## src/rtl/prot_ctrl_pkg.sv

```systemverilog
package prot_ctrl_pkg;
   // ===========================================
   // device word cycles (16-bit word addressing)
   localparam int ADDR_W = 25;
   localparam logic [ADDR_W-1:0] ADDR_UNLOCK_A = 25'h0000555;
   localparam logic [ADDR_W-1:0] ADDR_UNLOCK_B = 25'h00002aa;
   localparam logic [ADDR_W-1:0] ADDR_ZERO = 25'h0000000;
   localparam logic [15:0] DAT_UNLOCK_A = 16'h00aa;
   localparam logic [15:0] DAT_UNLOCK_B = 16'h0055;
   localparam logic [15:0] DAT_PWD_SPACE = 16'h0060;
   localparam logic [15:0] DAT_PPB_SPACE = 16'h00c0;
   localparam logic [15:0] DAT_PROGRAM = 16'h00a0;
   localparam logic [15:0] DAT_UNLOCK_1 = 16'h0025;
   localparam logic [15:0] DAT_UNLOCK_2 = 16'h0003;
   localparam logic [15:0] DAT_UNLOCK_GO = 16'h0029;
   localparam logic [15:0] DAT_EXIT_1 = 16'h0090;
   localparam logic [15:0] DAT_EXIT_2 = 16'h0000;
   localparam logic [15:0] DAT_RESET = 16'h00f0;
   localparam logic [15:0] DAT_ERASE_1 = 16'h0080;
   localparam logic [15:0] DAT_ERASE_2 = 16'h0030;
   localparam logic [15:0] DAT_STATUS_Q = 16'h0060;
   localparam logic [15:0] DAT_LOCK_SET = 16'h0000;

   // ===========================================
   // APB register map (byte offsets)
   localparam logic [7:0] OFF_CTRL = 8'h00;
   localparam logic [7:0] OFF_SECT = 8'h04;
   localparam logic [7:0] OFF_STAT = 8'h08;
   localparam logic [7:0] OFF_PWD = 8'h10;
   localparam logic [7:0] OFF_READ = 8'h20;
   localparam int CTRL_START_BIT = 8;
   localparam int CTRL_PORTION_LSB = 16;
   localparam int STAT_BUSY_BIT = 0;
   localparam int STAT_DONE_BIT = 1;
   localparam int STAT_ERR_BIT = 2;
   localparam int STAT_MODE_LSB = 4;
   localparam logic [15:0] PWD_RESET = 16'hffff;

   typedef enum logic [3:0] {
      OP_PWD_ENTRY = 4'h0, OP_PWD_PROG = 4'h1, OP_PWD_READ = 4'h2,
      OP_PWD_UNLOCK = 4'h3, OP_EXIT = 4'h4, OP_RESET = 4'h5,
      OP_PPB_ENTRY = 4'h6, OP_PPB_PROG = 4'h7, OP_PPB_ERASE = 4'h8,
      OP_PPB_READ = 4'h9, OP_STATUS = 4'ha
   } op_t;

   typedef enum logic [1:0] {
      MODE_ARRAY = 2'h0, MODE_PWD = 2'h1, MODE_PPB = 2'h2
   } mode_t;

   typedef struct packed {
      logic valid;
      logic write;
      logic [ADDR_W-1:0] addr;
      logic [15:0] wdata;
   } dev_cmd_t;

   typedef struct packed {
      logic ready;
      logic [15:0] rdata;
   } dev_rsp_t;

   typedef struct packed {
      logic write;
      logic [ADDR_W-1:0] addr;
      logic [15:0] data;
      logic last;
   } cycle_t;
endpackage : prot_ctrl_pkg

```

## src/rtl/prot_ctrl.sv

```systemverilog
module prot_ctrl
   import prot_ctrl_pkg::*;
(
   // clock and reset
   input wire logic clk,
   input wire logic nrst,
   // apb slave
   input wire logic psel,
   input wire logic penable,
   input wire logic pwrite,
   input wire logic [7:0] paddr,
   input wire logic [31:0] pwdata,
   output logic [31:0] prdata,
   output logic pready,
   output logic pslverr,
   // device command cycles
   output prot_ctrl_pkg::dev_cmd_t devCmd,
   input wire prot_ctrl_pkg::dev_rsp_t devRsp
);
   import prot_ctrl_pkg::*;

   typedef enum logic [1:0] {S_IDLE = 2'b01, S_RUN = 2'b10} state_t;

   state_t state_q;
   op_t op_q;
   mode_t mode_q;
   logic [2:0] step_q;
   logic [1:0] portion_q;
   logic [1:0] nextPortion_q;
   logic portionsDone_q;
   logic [ADDR_W-1:0] sect_q;
   logic [15:0] pwdWord_q [4];
   logic [15:0] readWord_q [4];
   logic done_q;
   logic err_q;
   dev_cmd_t cmd_q;
   logic [31:0] prdata_q;
   logic [63:0] pwdFlat;
   cycle_t nextCyc;
   cycle_t curCyc;
   logic apbWr;
   logic apbSetup;
   logic startReq;
   op_t reqOp;
   logic [1:0] reqPortion;
   logic legal;
   logic go;
   logic accept;
   logic finish;

   // ===========================================
   // sequence table
   function automatic cycle_t seqCycle(input op_t op, input logic [2:0] st,
         input logic [ADDR_W-1:0] sect, input logic [1:0] por,
         input logic [63:0] pw);
      cycle_t c;
      logic [ADDR_W-1:0] idx;
      c = '{write: 1'b1, addr: ADDR_ZERO, data: DAT_EXIT_2, last: 1'b0};
      idx = {{(ADDR_W-3){1'b0}}, st};
      unique case (op)
         OP_PWD_ENTRY, OP_PPB_ENTRY: begin
            c.last = (st == 3'd2);
            if (st == 3'd0) begin
               c.addr = ADDR_UNLOCK_A;
               c.data = DAT_UNLOCK_A;
            end else if (st == 3'd1) begin
               c.addr = ADDR_UNLOCK_B;
               c.data = DAT_UNLOCK_B;
            end else begin
               c.addr = ADDR_UNLOCK_A;
               c.data = (op == OP_PWD_ENTRY) ? DAT_PWD_SPACE : DAT_PPB_SPACE;
            end
         end
         OP_PWD_PROG: begin
            c.last = (st == 3'd1);
            c.data = (st == 3'd0) ? DAT_PROGRAM : pw[16*por +: 16];
            c.addr = (st == 3'd0) ? ADDR_ZERO :
                     {{(ADDR_W-2){1'b0}}, por};
         end
         OP_PWD_READ: begin
            c.write = 1'b0;
            c.addr = idx;
            c.last = (st == 3'd3);
         end
         OP_PWD_UNLOCK: begin
            c.last = (st == 3'd6);
            if (st == 3'd0) begin
               c.data = DAT_UNLOCK_1;
            end else if (st == 3'd1) begin
               c.data = DAT_UNLOCK_2;
            end else if (st == 3'd6) begin
               c.data = DAT_UNLOCK_GO;
            end else begin
               c.addr = idx - 25'd2;
               c.data = pw[16*(st-3'd2) +: 16];
            end
         end
         OP_EXIT: begin
            c.last = (st == 3'd1);
            c.data = (st == 3'd0) ? DAT_EXIT_1 : DAT_EXIT_2;
         end
         OP_RESET: begin
            c.last = 1'b1;
            c.data = DAT_RESET;
         end
         OP_PPB_PROG: begin
            c.last = (st == 3'd1);
            c.addr = (st == 3'd0) ? ADDR_ZERO : sect;
            c.data = (st == 3'd0) ? DAT_PROGRAM : DAT_LOCK_SET;
         end
         OP_PPB_ERASE: begin
            c.last = (st == 3'd1);
            c.data = (st == 3'd0) ? DAT_ERASE_1 : DAT_ERASE_2;
         end
         OP_PPB_READ: begin
            c.write = 1'b0;
            c.addr = sect;
            c.last = 1'b1;
         end
         OP_STATUS: begin
            c.last = (st == 3'd1);
            c.write = (st == 3'd0);
            c.addr = (st == 3'd0) ? ADDR_ZERO : sect;
            c.data = DAT_STATUS_Q;
         end
         default: c.last = 1'b1;
      endcase
      return c;
   endfunction : seqCycle

   // ===========================================
   // request check
   assign apbSetup = psel && !penable;
   assign apbWr = psel && penable && pwrite;
   assign startReq = apbWr && (paddr == OFF_CTRL) && pwdata[CTRL_START_BIT];
   assign reqOp = op_t'(pwdata[3:0]);
   assign reqPortion = pwdata[CTRL_PORTION_LSB +: 2];

   always_comb begin
      unique case (reqOp)
         OP_PWD_ENTRY, OP_PPB_ENTRY: legal = (mode_q == MODE_ARRAY);
         OP_PWD_PROG: legal = (mode_q == MODE_PWD) && !portionsDone_q &&
                              (reqPortion == nextPortion_q);
         OP_PWD_READ, OP_PWD_UNLOCK: legal = (mode_q == MODE_PWD);
         OP_EXIT, OP_RESET: legal = 1'b1;
         OP_PPB_PROG, OP_PPB_ERASE, OP_PPB_READ: legal = (mode_q == MODE_PPB);
         OP_STATUS: legal = (mode_q == MODE_PPB);
         default: legal = 1'b0;
      endcase
   end

   assign go = startReq && (state_q == S_IDLE);
   assign accept = go && legal;
   assign finish = (state_q == S_RUN) && devRsp.ready && curCyc.last;
   assign pwdFlat = {pwdWord_q[3], pwdWord_q[2], pwdWord_q[1], pwdWord_q[0]};
   assign curCyc = seqCycle(op_q, step_q, sect_q, portion_q, pwdFlat);
   assign nextCyc = seqCycle(reqOp, 3'd0, sect_q, reqPortion, pwdFlat);

   // ===========================================
   // sequencer
   always_ff @(posedge clk) begin
      if (!nrst) begin
         state_q <= S_IDLE;
         op_q <= OP_RESET;
         step_q <= 3'd0;
         portion_q <= 2'd0;
      end else if (accept) begin
         state_q <= S_RUN;
         op_q <= reqOp;
         step_q <= 3'd0;
         portion_q <= reqPortion;
      end else if (state_q == S_RUN && devRsp.ready) begin
         step_q <= step_q + 3'd1;
         if (curCyc.last) begin
            state_q <= S_IDLE;
         end
      end
   end

   // cycle held stable until the device takes it
   always_ff @(posedge clk) begin
      cycle_t n;
      n = seqCycle(op_q, step_q + 3'd1, sect_q, portion_q, pwdFlat);
      if (!nrst) begin
         cmd_q <= '0;
      end else if (accept) begin
         cmd_q <= '{valid: 1'b1, write: nextCyc.write, addr: nextCyc.addr,
                    wdata: nextCyc.data};
      end else if (state_q == S_RUN && devRsp.ready) begin
         cmd_q <= '{valid: !curCyc.last, write: n.write, addr: n.addr,
                    wdata: n.data};
      end
   end
   assign devCmd = cmd_q;

   // only the answer of each single read is kept, all 16 bits
   always_ff @(posedge clk) begin
      if (!nrst) begin
         for (int i = 0; i < 4; i++) begin
            readWord_q[i] <= 16'h0000;
         end
      end else if (state_q == S_RUN && devRsp.ready && !cmd_q.write) begin
         readWord_q[step_q[1:0]] <= devRsp.rdata;
      end
   end

   // ===========================================
   // overlay mode and portion order tracking
   always_ff @(posedge clk) begin
      if (!nrst) begin
         mode_q <= MODE_ARRAY;
      end else if (finish) begin
         unique case (op_q)
            OP_PWD_ENTRY: mode_q <= MODE_PWD;
            OP_PPB_ENTRY: mode_q <= MODE_PPB;
            OP_EXIT, OP_RESET: mode_q <= MODE_ARRAY;
            default: mode_q <= mode_q;
         endcase
      end
   end

   always_ff @(posedge clk) begin
      if (!nrst) begin
         nextPortion_q <= 2'd0;
         portionsDone_q <= 1'b0;
      end else if (finish && op_q == OP_PWD_PROG) begin
         nextPortion_q <= nextPortion_q + 2'd1;
         portionsDone_q <= (nextPortion_q == 2'd3);
      end
   end

   // ===========================================
   // status flags: hardware set wins over software clear
   always_ff @(posedge clk) begin
      if (!nrst) begin
         done_q <= 1'b0;
         err_q <= 1'b0;
      end else begin
         if (finish) begin
            done_q <= 1'b1;
         end else if (apbWr && paddr == OFF_STAT && pwdata[STAT_DONE_BIT]) begin
            done_q <= 1'b0;
         end
         if (go && !legal) begin
            err_q <= 1'b1;
         end else if (apbWr && paddr == OFF_STAT && pwdata[STAT_ERR_BIT]) begin
            err_q <= 1'b0;
         end
      end
   end

   // ===========================================
   // apb registers
   always_ff @(posedge clk) begin
      if (!nrst) begin
         sect_q <= ADDR_ZERO;
      end else if (apbWr && paddr == OFF_SECT && state_q == S_IDLE) begin
         sect_q <= pwdata[ADDR_W-1:0];
      end
   end

   for (genvar g = 0; g < 4; g++) begin : g_pwd
      always_ff @(posedge clk) begin
         if (!nrst) begin
            pwdWord_q[g] <= PWD_RESET;
         end else if (apbWr && state_q == S_IDLE &&
                      paddr == OFF_PWD + 8'(4*g)) begin
            pwdWord_q[g] <= pwdata[15:0];
         end
      end
   end

   always_ff @(posedge clk) begin
      if (!nrst) begin
         prdata_q <= 32'h00000000;
      end else if (apbSetup) begin
         unique case (paddr)
            OFF_SECT: prdata_q <= {{(32-ADDR_W){1'b0}}, sect_q};
            OFF_STAT: prdata_q <= {26'h0, mode_q, 1'b0, err_q, done_q,
                                   state_q == S_RUN};
            OFF_PWD: prdata_q <= {16'h0, pwdWord_q[0]};
            OFF_PWD + 8'h04: prdata_q <= {16'h0, pwdWord_q[1]};
            OFF_PWD + 8'h08: prdata_q <= {16'h0, pwdWord_q[2]};
            OFF_PWD + 8'h0c: prdata_q <= {16'h0, pwdWord_q[3]};
            OFF_READ: prdata_q <= {16'h0, readWord_q[0]};
            OFF_READ + 8'h04: prdata_q <= {16'h0, readWord_q[1]};
            OFF_READ + 8'h08: prdata_q <= {16'h0, readWord_q[2]};
            OFF_READ + 8'h0c: prdata_q <= {16'h0, readWord_q[3]};
            default: prdata_q <= 32'h00000000;
         endcase
      end
   end

   assign prdata = prdata_q;
   assign pready = psel && penable;
   assign pslverr = psel && penable && !(paddr == OFF_CTRL ||
      paddr == OFF_SECT || paddr == OFF_STAT ||
      (paddr[7:4] == OFF_PWD[7:4] && paddr[1:0] == 2'b00) ||
      (paddr[7:4] == OFF_READ[7:4] && paddr[1:0] == 2'b00 && !pwrite));
endmodule : prot_ctrl

```

## config.mk

```make
export PLATFORM = sky130hd
export DESIGN_NAME = prot_ctrl
export DESIGN_NICKNAME = d
export VERILOG_FILES = /design/src/rtl/prot_ctrl_pkg.sv /design/src/rtl/prot_ctrl.sv
export SDC_FILE = /design/constraint.sdc
export NUM_CORES = 1
export LEC_CHECK = 0
export ABC_CLOCK_PERIOD_IN_PS = 6980
export BUFFER_PORTS_ARGS = -buffer_cell sky130_fd_sc_hd__buf_2
export CORE_MARGIN = 1.5
export CORE_UTILIZATION = 35
export DETAILED_ROUTE_END_ITERATION = 8
export SKIP_LAST_GASP = 1
export SYNTH_ARGS = -nofsm -noshare
export SYNTH_HDL_FRONTEND = slang
export SYNTH_SLANG_ARGS = --single-unit
```

## constraint.sdc

```tcl
create_clock -name clk -period 6.98 [get_ports clk]
set_input_delay 0.698 -clock clk [delete_from_list [all_inputs] [get_ports clk]]
set_output_delay 0.698 -clock clk [all_outputs]
set_load 0.05 [all_outputs]
```

==> impl_summary.md <==
Yosys
The async set-or-reset flop fraction in the synthesized netlist is 0. The part of the Yosys area used for sequential elements is 0.474. In the synthesized netlist, the cells that appear most often are sky130_fd_sc_hd__nand2_1, sky130_fd_sc_hd__edfxtp_1, sky130_fd_sc_hd__dfxtp_1. The number of different library cells used by synthesis comes to 91. After synthesis, the mean cell area works out to 10.1 µm². The synthesized instance count is 1,262. The count of yosys warnings during synthesis is 0.

The cell taking the most area after synthesis is sky130_fd_sc_hd__edfxtp_1. The mapped cell area is 0.0128 mm². Yosys mapped a number of flops with a built-in enable equal to 128. Among all flip-flop cells after synthesis, the most frequent one is sky130_fd_sc_hd__edfxtp_1. The cell with the most instances after synthesis is sky130_fd_sc_hd__nand2_1. Of the post-synthesis cell area, the dominant cell type holds 0.300.

The number of synthesized register bits is 239. By area the synthesized netlist is led by sky130_fd_sc_hd__edfxtp_1, sky130_fd_sc_hd__dfxtp_1, sky130_fd_sc_hd__mux4_2.

Setup path
Along the worst path, the maximum fanout reaches 19. On the worst path, the slowest cell contributes a delay of 0.99 ns. Data on the critical path is required at its endpoint by 7.47 ns. The worst register-to-register path begins at step_q[1].

The worst reg2reg path depth is 10. The worst setup path is launched from a register. Setup slack on the worst reg-to-reg path comes out at 2.95 ns.

STA classifies the critical path endpoint as a register. Walking the worst path, the cells encountered are inv_1 > ha_1 > inv_1 > ha_1 > nor2b_1 > nor2b_1 > nand3_1 > o21ai_0 > a22oi_1 > nor2_1. For this design, the slowest cell found on the critical path is sky130_fd_sc_hd__ha_1. The gate family responsible for the most delay along the worst path is adder cells. The setup path with the least slack is of type register to register. The buffering stage count on the worst path with inverters included is 2.

In this run the critical register-to-register path is captured at devCmd[12]. The data arrival time at the worst-slack endpoint is 4.53 ns. The depth of the critical timing path with buffers and inverters included is 10.

Floorplanning
The I/O pin count is 139. The die span in y is 194 µm. The overall die width is 194 µm.

The starting density of the core is 0.357. The number of standard-cell rows in the floorplan is 69. The core area is 0.0358 mm². The die area is 0.0378 mm².

Global route
The busiest layer in global routing is met2. The residual overflow from global routing is 0. The number of antenna violations at the first check in global routing is 3. The global routing usage on met2 is 0.344.

The global-route track usage on met3 is 0.0472. The number of global-route vias before repair was 10,100. For this run, the total global-route usage over all layers was measured as 0.219.

The global-route wire length before repair is 63.9 mm. The met1 demand-to-capacity share in global routing is 0.298. The maximum number of pins on one net before global-route repair is 57.

Clocking
The clock latency on the worst-skew pair is 0.56 ns. Counting along the longest clock path gives a buffer depth of 3. The number of setup buffers added after CTS is 0. The clock transition at the register clock pins on the worst setup and hold paths after CTS is 0.06 ns. The clock root buffer is sky130_fd_sc_hd__clkbuf_16.

The number of clock buffers added by TritonCTS is 26. In this run the number of H-tree levels came out at 1. The TritonCTS clock tree is built.

The CTS sink count is 239. The number of gates given a new drive strength after cts is 0. In this run, post-CTS hold repair placed 0 buffers.

Min path
The worst hold path passes through 3 cells. The min-delay analysis places its worst path in the category primary input to register. The hold path endpoint is sect_q[22]. In this run the most critical hold path is launched from pwdata[22].

Timing
Based on the critical path, the design can be clocked at up to 248 MHz. The period utilization is 0.578. Setup violations remaining at the end of the flow were counted as 0. For the pin with the worst max-slew slack, the measured transition is 1.19 ns. Setup repair after global routing left no endpoint under its margin. The number of max-slew violations in the final report was 0.

After routing, the total negative slack on setup checks comes to 0 ns. Counting I/O delays and the setup requirement, the final critical path takes 4.03 ns. The final-report hold violation count is 0. On the final layout, the worst clock skew is 0.0226 ns. Headroom to the max-slew limit came out at 0.201.

Placed design
The area after detailed placement is 0.0136 mm². Routability-driven placement finished with a final weighted congestion of 0.924. Input and output buffers added on the ports amount to 124. Once detailed placement completed, the half-perimeter wirelength came to 29.7 mm.

Power and ir drop
Across the VDD grid, the largest voltage drop is 0.174 mV. For this design the static power due to leakage is 4.99 nW. The power density over the cells is 223 mW/mm².

Run status
The flow ran to the end, and the final reports show no timing, DRC or antenna violations.

Detailed routing
The routed wire length is 42.6 mm. The post-route DRC violation count is 0. Using the TritonRoute via totals, the vias-per-cell ratio works out to 5.90. The count of vias placed by the detailed router is 10,700.

The residual antenna-violating net count after detailed routing is 0. For this block, the initial DRC count from the detailed router was 1,115. The first TritonRoute pass finished after 6 iterations. After detailed routing, the average wire length per cell comes to 23.4 µm.

Cells and area
Of the cells placed in the final design, the portion with a size suffix greater than 1 is 0.212. The final net count is 1,405. The area growth from synthesis to layout is 13.9%.

The final design area excluding fillers is 0.0146 mm².

Flow run
The max capacitance violation total is 0.
==> worst reg2reg max path, stage by stage, from the launching register on <==
cell and delay [ns]:
sky130_fd_sc_hd__dfxtp_1 0.57, sky130_fd_sc_hd__inv_1 0.19, sky130_fd_sc_hd__ha_1 0.99, sky130_fd_sc_hd__inv_1 0.16, sky130_fd_sc_hd__ha_1 0.34, sky130_fd_sc_hd__nor2b_1 0.28, sky130_fd_sc_hd__nor2b_1 0.47, sky130_fd_sc_hd__nand3_1 0.36
sky130_fd_sc_hd__o21ai_0 0.39, sky130_fd_sc_hd__a22oi_1 0.11, sky130_fd_sc_hd__nor2_1 0.10
==> per-stage QoR <==
| step | util | worst slack, ns | instances | power (mW) | hold slack [ns] |
|---|---|---|---|---|---|
| final | 0.407 | 2.95 | 1818 | 3.25 | 0.403 |
| after global routing | 0.407 | 2.74 | 1818 | 3.33 | 0.411 |
| after CTS | 0.407 | 3.00 | 1817 | 3.26 | 0.396 |
| after detailed placement | 0.381 | 2.79 | 1770 | 1.72 | 0.440 |
| after global placement | 0.381 | 2.80 | 1770 | 1.72 | 0.438 |
| after floorplan | - | 3.54 | 1268 | 1.65 | 0.449 |
==> area by class of cell <==
| cell class | count | area (µm²) |
|---|---|---|
| well taps | 461 | 577 |
| clock buffers | 31 | 683 |
| diodes | 1 | 2.50 |
| flip-flops and latches | 239 | 6070 |
| multi-input cells | 903 | 6120 |
| inverters | 18 | 67.6 |
| clock inverters | 16 | 272 |
| fillers | 3467 | 21200 |
| repair buffers | 149 | 808 |
==> where the power goes <==
| part | switching [mW] | leakage (nW) | internal (mW) |
|---|---|---|---|
| clock | 0.598 | 0.464 | 0.958 |
| combinational | 0.126 | 2.46 | 0.0520 |
| sequential | 0.0144 | 2.07 | 1.50 |
==> worst max path at each step <==
stage | to | startpoint | slack (ns)
floorplan | pwdWord_q[0][0] | paddr[5] | 3.54
global placement | sect_q[0] | paddr[3] | 2.80
detailed placement | sect_q[11] | paddr[3] | 2.79
CTS | devCmd[12] | step_q[1] | 3.00
global route | devCmd[12] | step_q[1] | 2.74
finish | devCmd[12] | step_q[1] | 2.95
==> per-layer routing <==
metal  part of all wire  wire length [µm]
met1               0.42             18000
met2               0.45             19200
met3              0.085              3620
met4              0.039              1680
met5            0.00031                13
==> state kept, by name (all words and copies together), names as in the netlist, 3 cells and up <==
signal and cells:
sect_q 25, devCmd 43, pwdWord_q 64, prdata 25, step_q 3, op_q 4, readWord_q 64
==> cells in the final DEF (no fill, tap or decap), drive strengths merged, types with 37 or more instances in the layout <==
cell type | netlist | layout
mux4 | 37 | 37
dfxtp | 111 | 111
edfxtp | 128 | 128
o21ai | 48 | 48
nand3 | 37 | 37
nor2 | 56 | 56
buf | 57 | 149
and2 | 71 | 71
or3 | 54 | 54
a21oi | 112 | 112
nand2 | 193 | 193
==> cells by family (layout without fill, tap and decap cells) <==
family,Yosys count,after routing,share of synthesized area
compound gates,329,329,0.178
xor+xnor,8,8,0.00547
fa+ha+maj,6,6,0.00586
buf+inv,126,214,0.0515
flops,239,239,0.474
mux,66,66,0.0889
other cells,1,8,0.000293
simple gates,487,487,0.196
Note: power is estimated with default switching activity, not from simulation.
